--- config.mk ---
export PLATFORM = sky130hd
export DESIGN_NAME = usrd_state_decode
export DESIGN_NICKNAME = d
export VERILOG_FILES = /design/src/logic/usrd_resistor_map.v /design/src/logic/usrd_state_decode.v
export VERILOG_INCLUDE_DIRS = /design/src /design/src/logic
export SDC_FILE = /design/constraint.sdc
export NUM_CORES = 1
export LEC_CHECK = 0
export BUFFER_PORTS_ARGS = -buffer_cell sky130_fd_sc_hd__buf_2
export CAP_MARGIN = 40
export CORE_ASPECT_RATIO = 0.6
export CORE_UTILIZATION = 44
export DETAILED_ROUTE_END_ITERATION = 10
export PLACE_DENSITY_LB_ADDON = 0.05
export SYNTH_ARGS = -nofsm -noshare
export SYNTH_HDL_FRONTEND = slang
export SYNTH_SLANG_ARGS = --single-unit
export TNS_END_PERCENT = 1
--- constraint.sdc ---
create_clock -name aclk -period 1.8 [get_ports aclk]
set_input_delay 0.27 -clock aclk [delete_from_list [all_inputs] [get_ports aclk]]
set_output_delay 0.27 -clock aclk [all_outputs]
set_load 0.05 [all_outputs]
--- src/logic/usrd_defines.vh ---
`ifndef USRD_DEFINES_VH
`define USRD_DEFINES_VH

// Register byte offsets
`define USRD_CTRL_OFFSET      8'h00
`define USRD_STATUS_OFFSET    8'h04

// Control register field positions
`define USRD_XCVR_LSB         0
`define USRD_XCVR_MSB         1
`define USRD_TERM_BIT         2
`define USRD_OPERATING_MODE_LSB       3
`define USRD_OPERATING_MODE_MSB       4
`define USRD_DP_PD_BIT        5
`define USRD_DM_PD_BIT        6

// Status register field positions
`define USRD_ST_PULLUP_BIT    0
`define USRD_ST_DP_PD_BIT     1
`define USRD_ST_DM_PD_BIT     2
`define USRD_ST_HSTERM_BIT    3

// Field reset values: power-up state with both pull-downs on
`define USRD_XCVR_RESET       2'h1
`define USRD_TERM_RESET       1'h0
`define USRD_OPERATING_MODE_RESET     2'h0
`define USRD_DP_PD_RESET      1'h1
`define USRD_DM_PD_RESET      1'h1

// Enable reset values match the decode of the reset fields
`define USRD_PULLUP_RESET     1'h0
`define USRD_DP_PD_EN_RESET   1'h1
`define USRD_DM_PD_EN_RESET   1'h1
`define USRD_HSTERM_RESET     1'h0

// Operating mode that releases every bus resistor
`define USRD_OPERATING_MODE_DISABLED  2'h1
// Transceiver select for high-speed
`define USRD_XCVR_HS          2'h0

// AXI responses
`define USRD_RESP_OKAY        2'h0
`define USRD_RESP_SLVERR      2'h2
`define USRD_RESP_DECERR      2'h3

`endif

--- src/logic/usrd_resistor_map.v ---
`timescale 1ns/1ns
`include "usrd_defines.vh"

module usrd_resistor_map (
	// State fields
	input  wire [1:0] transceiver_speed_select,
	input  wire       termination_select,
	input  wire [1:0] operating_mode,
	input  wire       dplus_pulldown_select,
	input  wire       dminus_pulldown_select,
	// Resistor enables
	output wire       dplus_pullup_enable,
	output wire       dplus_pulldown_enable,
	output wire       dminus_pulldown_enable,
	output wire       highspeed_termination_enable
);

	wire all_off;

	assign all_off = (operating_mode == `USRD_OPERATING_MODE_DISABLED);

	assign dplus_pullup_enable = !all_off && termination_select
		&& !dplus_pulldown_select;
	assign dplus_pulldown_enable = !all_off
		&& dplus_pulldown_select;
	assign dminus_pulldown_enable = !all_off
		&& dminus_pulldown_select;
	// Test J/K states fall out of the same terms
	assign highspeed_termination_enable = !all_off
		&& (transceiver_speed_select == `USRD_XCVR_HS)
		&& !termination_select;

endmodule // usrd_resistor_map

--- src/logic/usrd_state_decode.v ---
// What this block does
// - The bus electrical state comes only from the transceiver select, termination select, operating mode and the two pull-down select fields.
// - Those five fields alone force the four resistor enables; nothing else can set them.
// - Operating mode 01b turns all four resistor enables off regardless of the other fields.
// - The DP pull-up is on only with termination select 1, DP pull-down select 0 and mode not 01b.
// - The DP pull-down enable follows the DP pull-down select except in mode 01b.
// - The DM pull-down enable follows the DM pull-down select except in mode 01b.
// - High-speed termination is on only with transceiver select 00b, termination select 0 and mode not 01b.
// - Host test J/K (00b, 0, 10b, 1, 1) gives both pull-downs and termination with the pull-up off.
// - Peripheral test J/K (00b, 0, 10b, 0, 0) gives termination only.
`timescale 1ns/1ns
`include "usrd_defines.vh"

module usrd_state_decode (
	// Clock and reset
	input  wire        aclk,
	input  wire        aresetn,
	// AXI4-Lite write address
	input  wire [7:0]  s_axi_awaddr,
	input  wire [2:0]  s_axi_awprot,
	input  wire        s_axi_awvalid,
	output reg         s_axi_awready,
	// AXI4-Lite write data
	input  wire [31:0] s_axi_wdata,
	input  wire [3:0]  s_axi_wstrb,
	input  wire        s_axi_wvalid,
	output reg         s_axi_wready,
	// AXI4-Lite write response
	output reg  [1:0]  s_axi_bresp,
	output reg         s_axi_bvalid,
	input  wire        s_axi_bready,
	// AXI4-Lite read address
	input  wire [7:0]  s_axi_araddr,
	input  wire [2:0]  s_axi_arprot,
	input  wire        s_axi_arvalid,
	output reg         s_axi_arready,
	// AXI4-Lite read data
	output reg  [31:0] s_axi_rdata,
	output reg  [1:0]  s_axi_rresp,
	output reg         s_axi_rvalid,
	input  wire        s_axi_rready,
	// Bus resistor enables
	output reg         dplus_pullup_enable,
	output reg         dplus_pulldown_enable,
	output reg         dminus_pulldown_enable,
	output reg         highspeed_termination_enable
);

	// Stored state fields
	reg  [1:0]  transceiver_speed_select;
	reg         termination_select;
	reg  [1:0]  operating_mode;
	reg         dplus_pulldown_select;
	reg         dminus_pulldown_select;

	// Write channel capture
	reg         aw_held;
	reg  [7:0]  aw_addr;
	reg         w_held;
	reg  [31:0] w_data;
	reg  [3:0]  w_strb;

	wire        do_write;
	wire        ctrl_hit;
	wire        ctrl_write;

	// Captured word slices
	wire [1:0]  wr_xcvr;
	wire        wr_term;
	wire [1:0]  wr_operating_mode;
	wire        wr_dp_pd;
	wire        wr_dm_pd;

	// Next state and decode
	reg  [1:0]  next_xcvr;
	reg         next_term;
	reg  [1:0]  next_operating_mode;
	reg         next_dp_pd;
	reg         next_dm_pd;
	wire        next_pullup;
	wire        next_dp_pd_en;
	wire        next_dm_pd_en;
	wire        next_hsterm;

	// Bus answers
	reg  [1:0]  write_resp;
	reg  [31:0] ctrl_word;
	reg  [31:0] status_word;
	reg  [31:0] read_word;
	reg  [1:0]  read_resp;

	// A write waits here while its response is still pending
	assign do_write   = aw_held && w_held && !s_axi_bvalid;
	assign ctrl_hit   = (aw_addr == `USRD_CTRL_OFFSET);
	// Only the low byte holds fields; other lanes are ignored
	assign ctrl_write = do_write && ctrl_hit && w_strb[0];

	// Field slices of the captured word
	assign wr_xcvr   = w_data[`USRD_XCVR_MSB:`USRD_XCVR_LSB];
	assign wr_term   = w_data[`USRD_TERM_BIT];
	assign wr_operating_mode = w_data[`USRD_OPERATING_MODE_MSB:`USRD_OPERATING_MODE_LSB];
	assign wr_dp_pd  = w_data[`USRD_DP_PD_BIT];
	assign wr_dm_pd  = w_data[`USRD_DM_PD_BIT];

	always @* begin
		next_xcvr   = transceiver_speed_select;
		next_term   = termination_select;
		next_operating_mode = operating_mode;
		next_dp_pd  = dplus_pulldown_select;
		next_dm_pd  = dminus_pulldown_select;
		if (ctrl_write) begin
			next_xcvr   = wr_xcvr;
			next_term   = wr_term;
			next_operating_mode = wr_operating_mode;
			next_dp_pd  = wr_dp_pd;
			next_dm_pd  = wr_dm_pd;
		end
	end

	// Decode from the next field values so enables move with the fields
	usrd_resistor_map u_map (
		.transceiver_speed_select     (next_xcvr),
		.termination_select           (next_term),
		.operating_mode               (next_operating_mode),
		.dplus_pulldown_select        (next_dp_pd),
		.dminus_pulldown_select       (next_dm_pd),
		.dplus_pullup_enable          (next_pullup),
		.dplus_pulldown_enable        (next_dp_pd_en),
		.dminus_pulldown_enable       (next_dm_pd_en),
		.highspeed_termination_enable (next_hsterm)
	);

	// Stored fields
	always @(posedge aclk) begin
		if (!aresetn) begin
			transceiver_speed_select <= `USRD_XCVR_RESET;
			termination_select       <= `USRD_TERM_RESET;
			operating_mode           <= `USRD_OPERATING_MODE_RESET;
			dplus_pulldown_select    <= `USRD_DP_PD_RESET;
			dminus_pulldown_select   <= `USRD_DM_PD_RESET;
		end else begin
			transceiver_speed_select <= next_xcvr;
			termination_select       <= next_term;
			operating_mode           <= next_operating_mode;
			dplus_pulldown_select    <= next_dp_pd;
			dminus_pulldown_select   <= next_dm_pd;
		end
	end

	// Enables from flops so decode glitches never reach the pins
	always @(posedge aclk) begin
		if (!aresetn) begin
			dplus_pullup_enable          <= `USRD_PULLUP_RESET;
			dplus_pulldown_enable        <= `USRD_DP_PD_EN_RESET;
			dminus_pulldown_enable       <= `USRD_DM_PD_EN_RESET;
			highspeed_termination_enable <= `USRD_HSTERM_RESET;
		end else begin
			dplus_pullup_enable          <= next_pullup;
			dplus_pulldown_enable        <= next_dp_pd_en;
			dminus_pulldown_enable       <= next_dm_pd_en;
			highspeed_termination_enable <= next_hsterm;
		end
	end

	// Write address capture
	always @(posedge aclk) begin
		if (!aresetn) begin
			aw_held <= 1'b0;
			aw_addr <= 8'h00;
		end else if (s_axi_awvalid && s_axi_awready) begin
			aw_held <= 1'b1;
			aw_addr <= s_axi_awaddr;
		end else if (do_write) begin
			aw_held <= 1'b0;
		end
	end

	// Address ready returns only once the response has gone
	always @(posedge aclk) begin
		if (!aresetn)
			s_axi_awready <= 1'b0;
		else if (s_axi_awvalid && s_axi_awready)
			s_axi_awready <= 1'b0;
		else if (!aw_held && !s_axi_bvalid)
			s_axi_awready <= 1'b1;
	end

	// Write data capture, independent of the address order
	always @(posedge aclk) begin
		if (!aresetn) begin
			w_held <= 1'b0;
			w_data <= 32'h0000_0000;
			w_strb <= 4'h0;
		end else if (s_axi_wvalid && s_axi_wready) begin
			w_held <= 1'b1;
			w_data <= s_axi_wdata;
			w_strb <= s_axi_wstrb;
		end else if (do_write) begin
			w_held <= 1'b0;
		end
	end

	// Data ready returns only once the response has gone
	always @(posedge aclk) begin
		if (!aresetn)
			s_axi_wready <= 1'b0;
		else if (s_axi_wvalid && s_axi_wready)
			s_axi_wready <= 1'b0;
		else if (!w_held && !s_axi_bvalid)
			s_axi_wready <= 1'b1;
	end

	// Write answer by address
	always @* begin
		case (aw_addr)
			`USRD_CTRL_OFFSET:   write_resp = `USRD_RESP_OKAY;
			`USRD_STATUS_OFFSET: write_resp = `USRD_RESP_SLVERR;
			default:             write_resp = `USRD_RESP_DECERR;
		endcase
	end

	// Response valid, held until taken
	always @(posedge aclk) begin
		if (!aresetn)
			s_axi_bvalid <= 1'b0;
		else if (do_write)
			s_axi_bvalid <= 1'b1;
		else if (s_axi_bvalid && s_axi_bready)
			s_axi_bvalid <= 1'b0;
	end

	// Response code, loaded with the valid
	always @(posedge aclk) begin
		if (!aresetn)
			s_axi_bresp <= `USRD_RESP_OKAY;
		else if (do_write)
			s_axi_bresp <= write_resp;
	end

	// Control word image; unused bits read as zero
	always @* begin
		ctrl_word = 32'h0000_0000;
		ctrl_word[`USRD_XCVR_MSB:`USRD_XCVR_LSB] = transceiver_speed_select;
		ctrl_word[`USRD_TERM_BIT] = termination_select;
		ctrl_word[`USRD_OPERATING_MODE_MSB:`USRD_OPERATING_MODE_LSB] = operating_mode;
		ctrl_word[`USRD_DP_PD_BIT] = dplus_pulldown_select;
		ctrl_word[`USRD_DM_PD_BIT] = dminus_pulldown_select;
	end

	// Status word image of the enable pins
	always @* begin
		status_word = 32'h0000_0000;
		status_word[`USRD_ST_PULLUP_BIT] = dplus_pullup_enable;
		status_word[`USRD_ST_DP_PD_BIT]  = dplus_pulldown_enable;
		status_word[`USRD_ST_DM_PD_BIT]  = dminus_pulldown_enable;
		status_word[`USRD_ST_HSTERM_BIT] = highspeed_termination_enable;
	end

	// Read mux: unmapped addresses answer with zero data
	always @* begin
		read_word = 32'h0000_0000;
		read_resp = `USRD_RESP_OKAY;
		case (s_axi_araddr)
			`USRD_CTRL_OFFSET:   read_word = ctrl_word;
			`USRD_STATUS_OFFSET: read_word = status_word;
			default:             read_resp = `USRD_RESP_DECERR;
		endcase
	end

	// Read address ready: one read in flight at most
	always @(posedge aclk) begin
		if (!aresetn)
			s_axi_arready <= 1'b0;
		else if (s_axi_arvalid && s_axi_arready)
			s_axi_arready <= 1'b0;
		else if (!s_axi_rvalid || s_axi_rready)
			s_axi_arready <= 1'b1;
	end

	// Read valid, raised on the same edge that the address is taken
	always @(posedge aclk) begin
		if (!aresetn)
			s_axi_rvalid <= 1'b0;
		else if (s_axi_arvalid && s_axi_arready)
			s_axi_rvalid <= 1'b1;
		else if (s_axi_rvalid && s_axi_rready)
			s_axi_rvalid <= 1'b0;
	end

	// Read data and code, held until taken
	always @(posedge aclk) begin
		if (!aresetn) begin
			s_axi_rdata <= 32'h0000_0000;
			s_axi_rresp <= `USRD_RESP_OKAY;
		end else if (s_axi_arvalid && s_axi_arready) begin
			s_axi_rdata <= read_word;
			s_axi_rresp <= read_resp;
		end
	end

endmodule // usrd_state_decode

==> reports/summary.log <==
qor: outcome.result_of_the_run finished clean
qor: setup_path.critical_path_source_type register
qor: die.core-area 4190 µm²
qor: timing.share_of_the_cycle_needed_by_the_critical_path_after_routing 0.813
qor: layout.layout.nets 331
qor: cts.cts.repair.resized 0
qor: layout.fin_cells 327
qor: cts.clk_pin_slew_worst_paths 0.08 ns
qor: yosys.synthFlopType sky130_fd_sc_hd__dfxtp_1
qor: timing.timing.fmax 683 MHz
qor: global_route.antenna_found_initial 0
qor: yosys.post-synth-top-count-cell sky130_fd_sc_hd__dfxtp_1
qor: timing.timing.final.ws_setup 0.336 ns
qor: cts.clk_latency 0.29 ns
qor: yosys.synth-edff-count 0
qor: route.detail_route.vias_per_cell 4.67
qor: yosys.synthDominantCellAreaShare 0.448
qor: cts.hold_buf_cts 0
qor: power.fin_total_pwr 2.19 mW
qor: route.drt_drc_violations_left 0
qor: yosys.synth_async_sr_flop_share 0
qor: setup_path.slowest_stage_delay_cp 0.39 ns
qor: global_route.global_route_wire_length_before_repair 5.98 mm
qor: die.rows 18
qor: placed_design.dp_cells 319
qor: global_route.pin_count_of_the_biggest_net_entering_global_routing 22
qor: setup_path.critPathSlowestCell sky130_fd_sc_hd__nor4_4
qor: placed_design.gpl.final_weighted_congestion 0.722
qor: timing.final_hold_viol_count 0
qor: timing.rsz_0062_raised_after_global_routing no
qor: global_route.grt.total_usage 0.171
qor: yosys.postSynthAreaPerCell 9.06 µm²
qor: power.power_density 950 nW/µm²
qor: cts.post-cts-setup-buffers 0
qor: yosys.post_synth_most_frequent_cells sky130_fd_sc_hd__dfxtp_1, sky130_fd_sc_hd__nand2_1, sky130_fd_sc_hd__buf_4
qor: cts.tritoncts.num_buffers 5
qor: die.die_y 53.8 µm
qor: yosys.synth_cells 217
qor: setup_path.timing.critical_path.required 1.98 ns
qor: setup_path.crit_fanout 9
qor: placed_design.place.detailed.hpwl 2.96 mm
qor: power.worst_ir_drop_vdd 0.568 mV
qor: job.drv_cap 0
qor: die.die_area 4750 µm²
qor: route.drtAntennaViolNets 0
qor: die.floorplan.initialDensity 0.469
qor: placed_design.post-place-ws 0.341 ns
qor: route.detailroute.via_count 1527
qor: timing.min_period 1.46 ns
qor: route.dr.pass1.iters 4
qor: timing.slew_viol_final 0
qor: global_route.gr-total-overflow 0
qor: yosys.synth.yosys.seq_area_share 0.448
qor: setup_path.cp.arrival 1.64 ns
qor: power.p_leak 1.05 nW
qor: worst_hold_path.min-delay-path-class in2reg
qor: yosys.yosysWarningCount 0
qor: cts.clock_tree.root_cell sky130_fd_sc_hd__clkbuf_8
qor: global_route.first_global_vias 1229
qor: layout.areaGrowthSynthToFinish 17.2%
qor: yosys.syn-cell-area 1970 µm²
qor: route.avgRoutedWirePerCell 11.6 µm
qor: cts.h-tree-depth 2
qor: route.route.final.wire_length 3.79 mm
qor: layout.layout-drive-gt1-share 0.258
qor: cts.cts.path.max_buffers 2
qor: die.design.portCount 110
qor: layout.final_util 0.550
qor: setup_path.timing_worst_setup_path_type reg2reg
qor: timing.final.setup_skew 0.00766 ns
qor: yosys.synth_largest_area_cell sky130_fd_sc_hd__dfxtp_1
qor: cts.clock_sink_count 44
qor: yosys.synth_cell_types 33
qor: yosys.ys_seq_elements 44
qor: yosys.ys_top_cells_by_area sky130_fd_sc_hd__dfxtp_1, sky130_fd_sc_hd__buf_4, sky130_fd_sc_hd__a21boi_0
qor: timing.finalSetupViolations 0
qor: layout.antenna_cells_inserted 0
qor: setup_path.end_kind register
qor: timing.final.setup.tns 0 ns
qor: placed_design.numPortBuffers 50
qor: cts.cts_tree done
qor: die.chipWidth 88.3 µm
qor: layout.fillerInstances 406
qor: route.dr.first_iter.drc_count 65
qor: setup_path.cp_cell_sequence nor4_4 > nand4_4 > buf_4 > mux2i_1 > nand2_1
==> layout by cell type (no fill, tap or decap) <==
cell / count
sky130_fd_sc_hd__buf_2: 50
sky130_fd_sc_hd__dfxtp_1: 44
sky130_fd_sc_hd__nand2_1: 34
sky130_fd_sc_hd__nand3_1: 25
sky130_fd_sc_hd__conb_1: 25
sky130_fd_sc_hd__a21boi_0: 18
sky130_fd_sc_hd__mux2i_1: 7
sky130_fd_sc_hd__clkbuf_8: 7
sky130_fd_sc_hd__o21ai_0: 6
sky130_fd_sc_hd__buf_4: 6
sky130_fd_sc_hd__o21a_1: 4
sky130_fd_sc_hd__nor3_1: 4
sky130_fd_sc_hd__nor2b_1: 4
sky130_fd_sc_hd__o21ai_1: 4
sky130_fd_sc_hd__nand2b_1: 3
sky130_fd_sc_hd__nor4_1: 3
sky130_fd_sc_hd__a22o_1: 3
sky130_fd_sc_hd__nor4_4: 2
sky130_fd_sc_hd__o211a_1: 2
sky130_fd_sc_hd__and2_1: 2
sky130_fd_sc_hd__a21oi_1: 2
sky130_fd_sc_hd__o211ai_1: 2
sky130_fd_sc_hd__and3b_1: 1
sky130_fd_sc_hd__and3_1: 1
sky130_fd_sc_hd__nor2_1: 1
sky130_fd_sc_hd__nand4_4: 1
sky130_fd_sc_hd__nor3b_1: 1
sky130_fd_sc_hd__nor4b_2: 1
sky130_fd_sc_hd__a21o_1: 1
sky130_fd_sc_hd__mux2_2: 1
sky130_fd_sc_hd__inv_1: 1
sky130_fd_sc_hd__bufinv_16: 1
==> cell type report <==
cell class                 instances  area (µm²)  share of cell area
clock buffer                       7        96.3              0.0418
clock inverter                     1        30.0              0.0130
inverter                           1        3.75             0.00163
multi-input combinational        158         922               0.400
sequential                        44         881               0.382
tap                               60        75.1              0.0326
timing repair buffer              56         295               0.128
==> layer usage <==
metal	share of wire	global-route usage	routed length, µm
met3	0.054	0.0567	206
met5	0	0	0
met1	0.59	0.271	2230
met2	0.36	0.215	1350
met4	0	0.0323	0
==> registers in the layout, indices dropped and copies added (netlist names), 2 cells and up <==
register,count
w_data,7
s_axi_rdata,7
transceiver_speed_select,2
operating_mode,2
s_axi_bresp,2
aw_addr,8
==> critical path, delay by kind of cell, from the launching register on <==
kind / cells / cell delay, ns
AND/OR/NAND/NOR: 3 / 0.65
buffers and inverters: 1 / 0.21
multiplexers: 1 / 0.14
flip-flops: 1 / 0.35
==> through the flow <==
stage	cell area (µm²)	hold slack, ns
after floorplan	2060	0.437
after global placement	2180	0.437
after detailed placement	2180	0.449
after CTS	2300	0.243
after global routing	2300	0.255
final	2300	0.246
==> power breakdown <==
part	total, mW	switching, mW	internal, mW
clock network	0.807	0.317	0.490
logic	0.340	0.250	0.0893
registers	1.04	0.0351	1.01
total	2.19	0.603	1.59
==> cells by family after synthesis <==
family / count (synthesis) / share of synthesized area
flip-flops: 44 / 0.448
AND/OR/NAND/NOR: 83 / 0.230
AO/OA/AOI/OAI: 42 / 0.150
multiplexers: 8 / 0.0414
buffers and inverters: 39 / 0.129
other: 1 / 0.00191
==> final timing paths <==
kind | to | start | cells after the start | slack [ns]
max | dplus_pulldown_select | aw_addr[0] | 5 | 0.34
max reg2reg | dplus_pulldown_select | aw_addr[0] | 5 | 0.34
min | aw_addr[6] | s_axi_awaddr[6] | 3 | 0.25
min reg2reg | s_axi_rdata[0] | s_axi_rdata[0] | 2 | 0.46
Power figures use the tool's default switching activity.
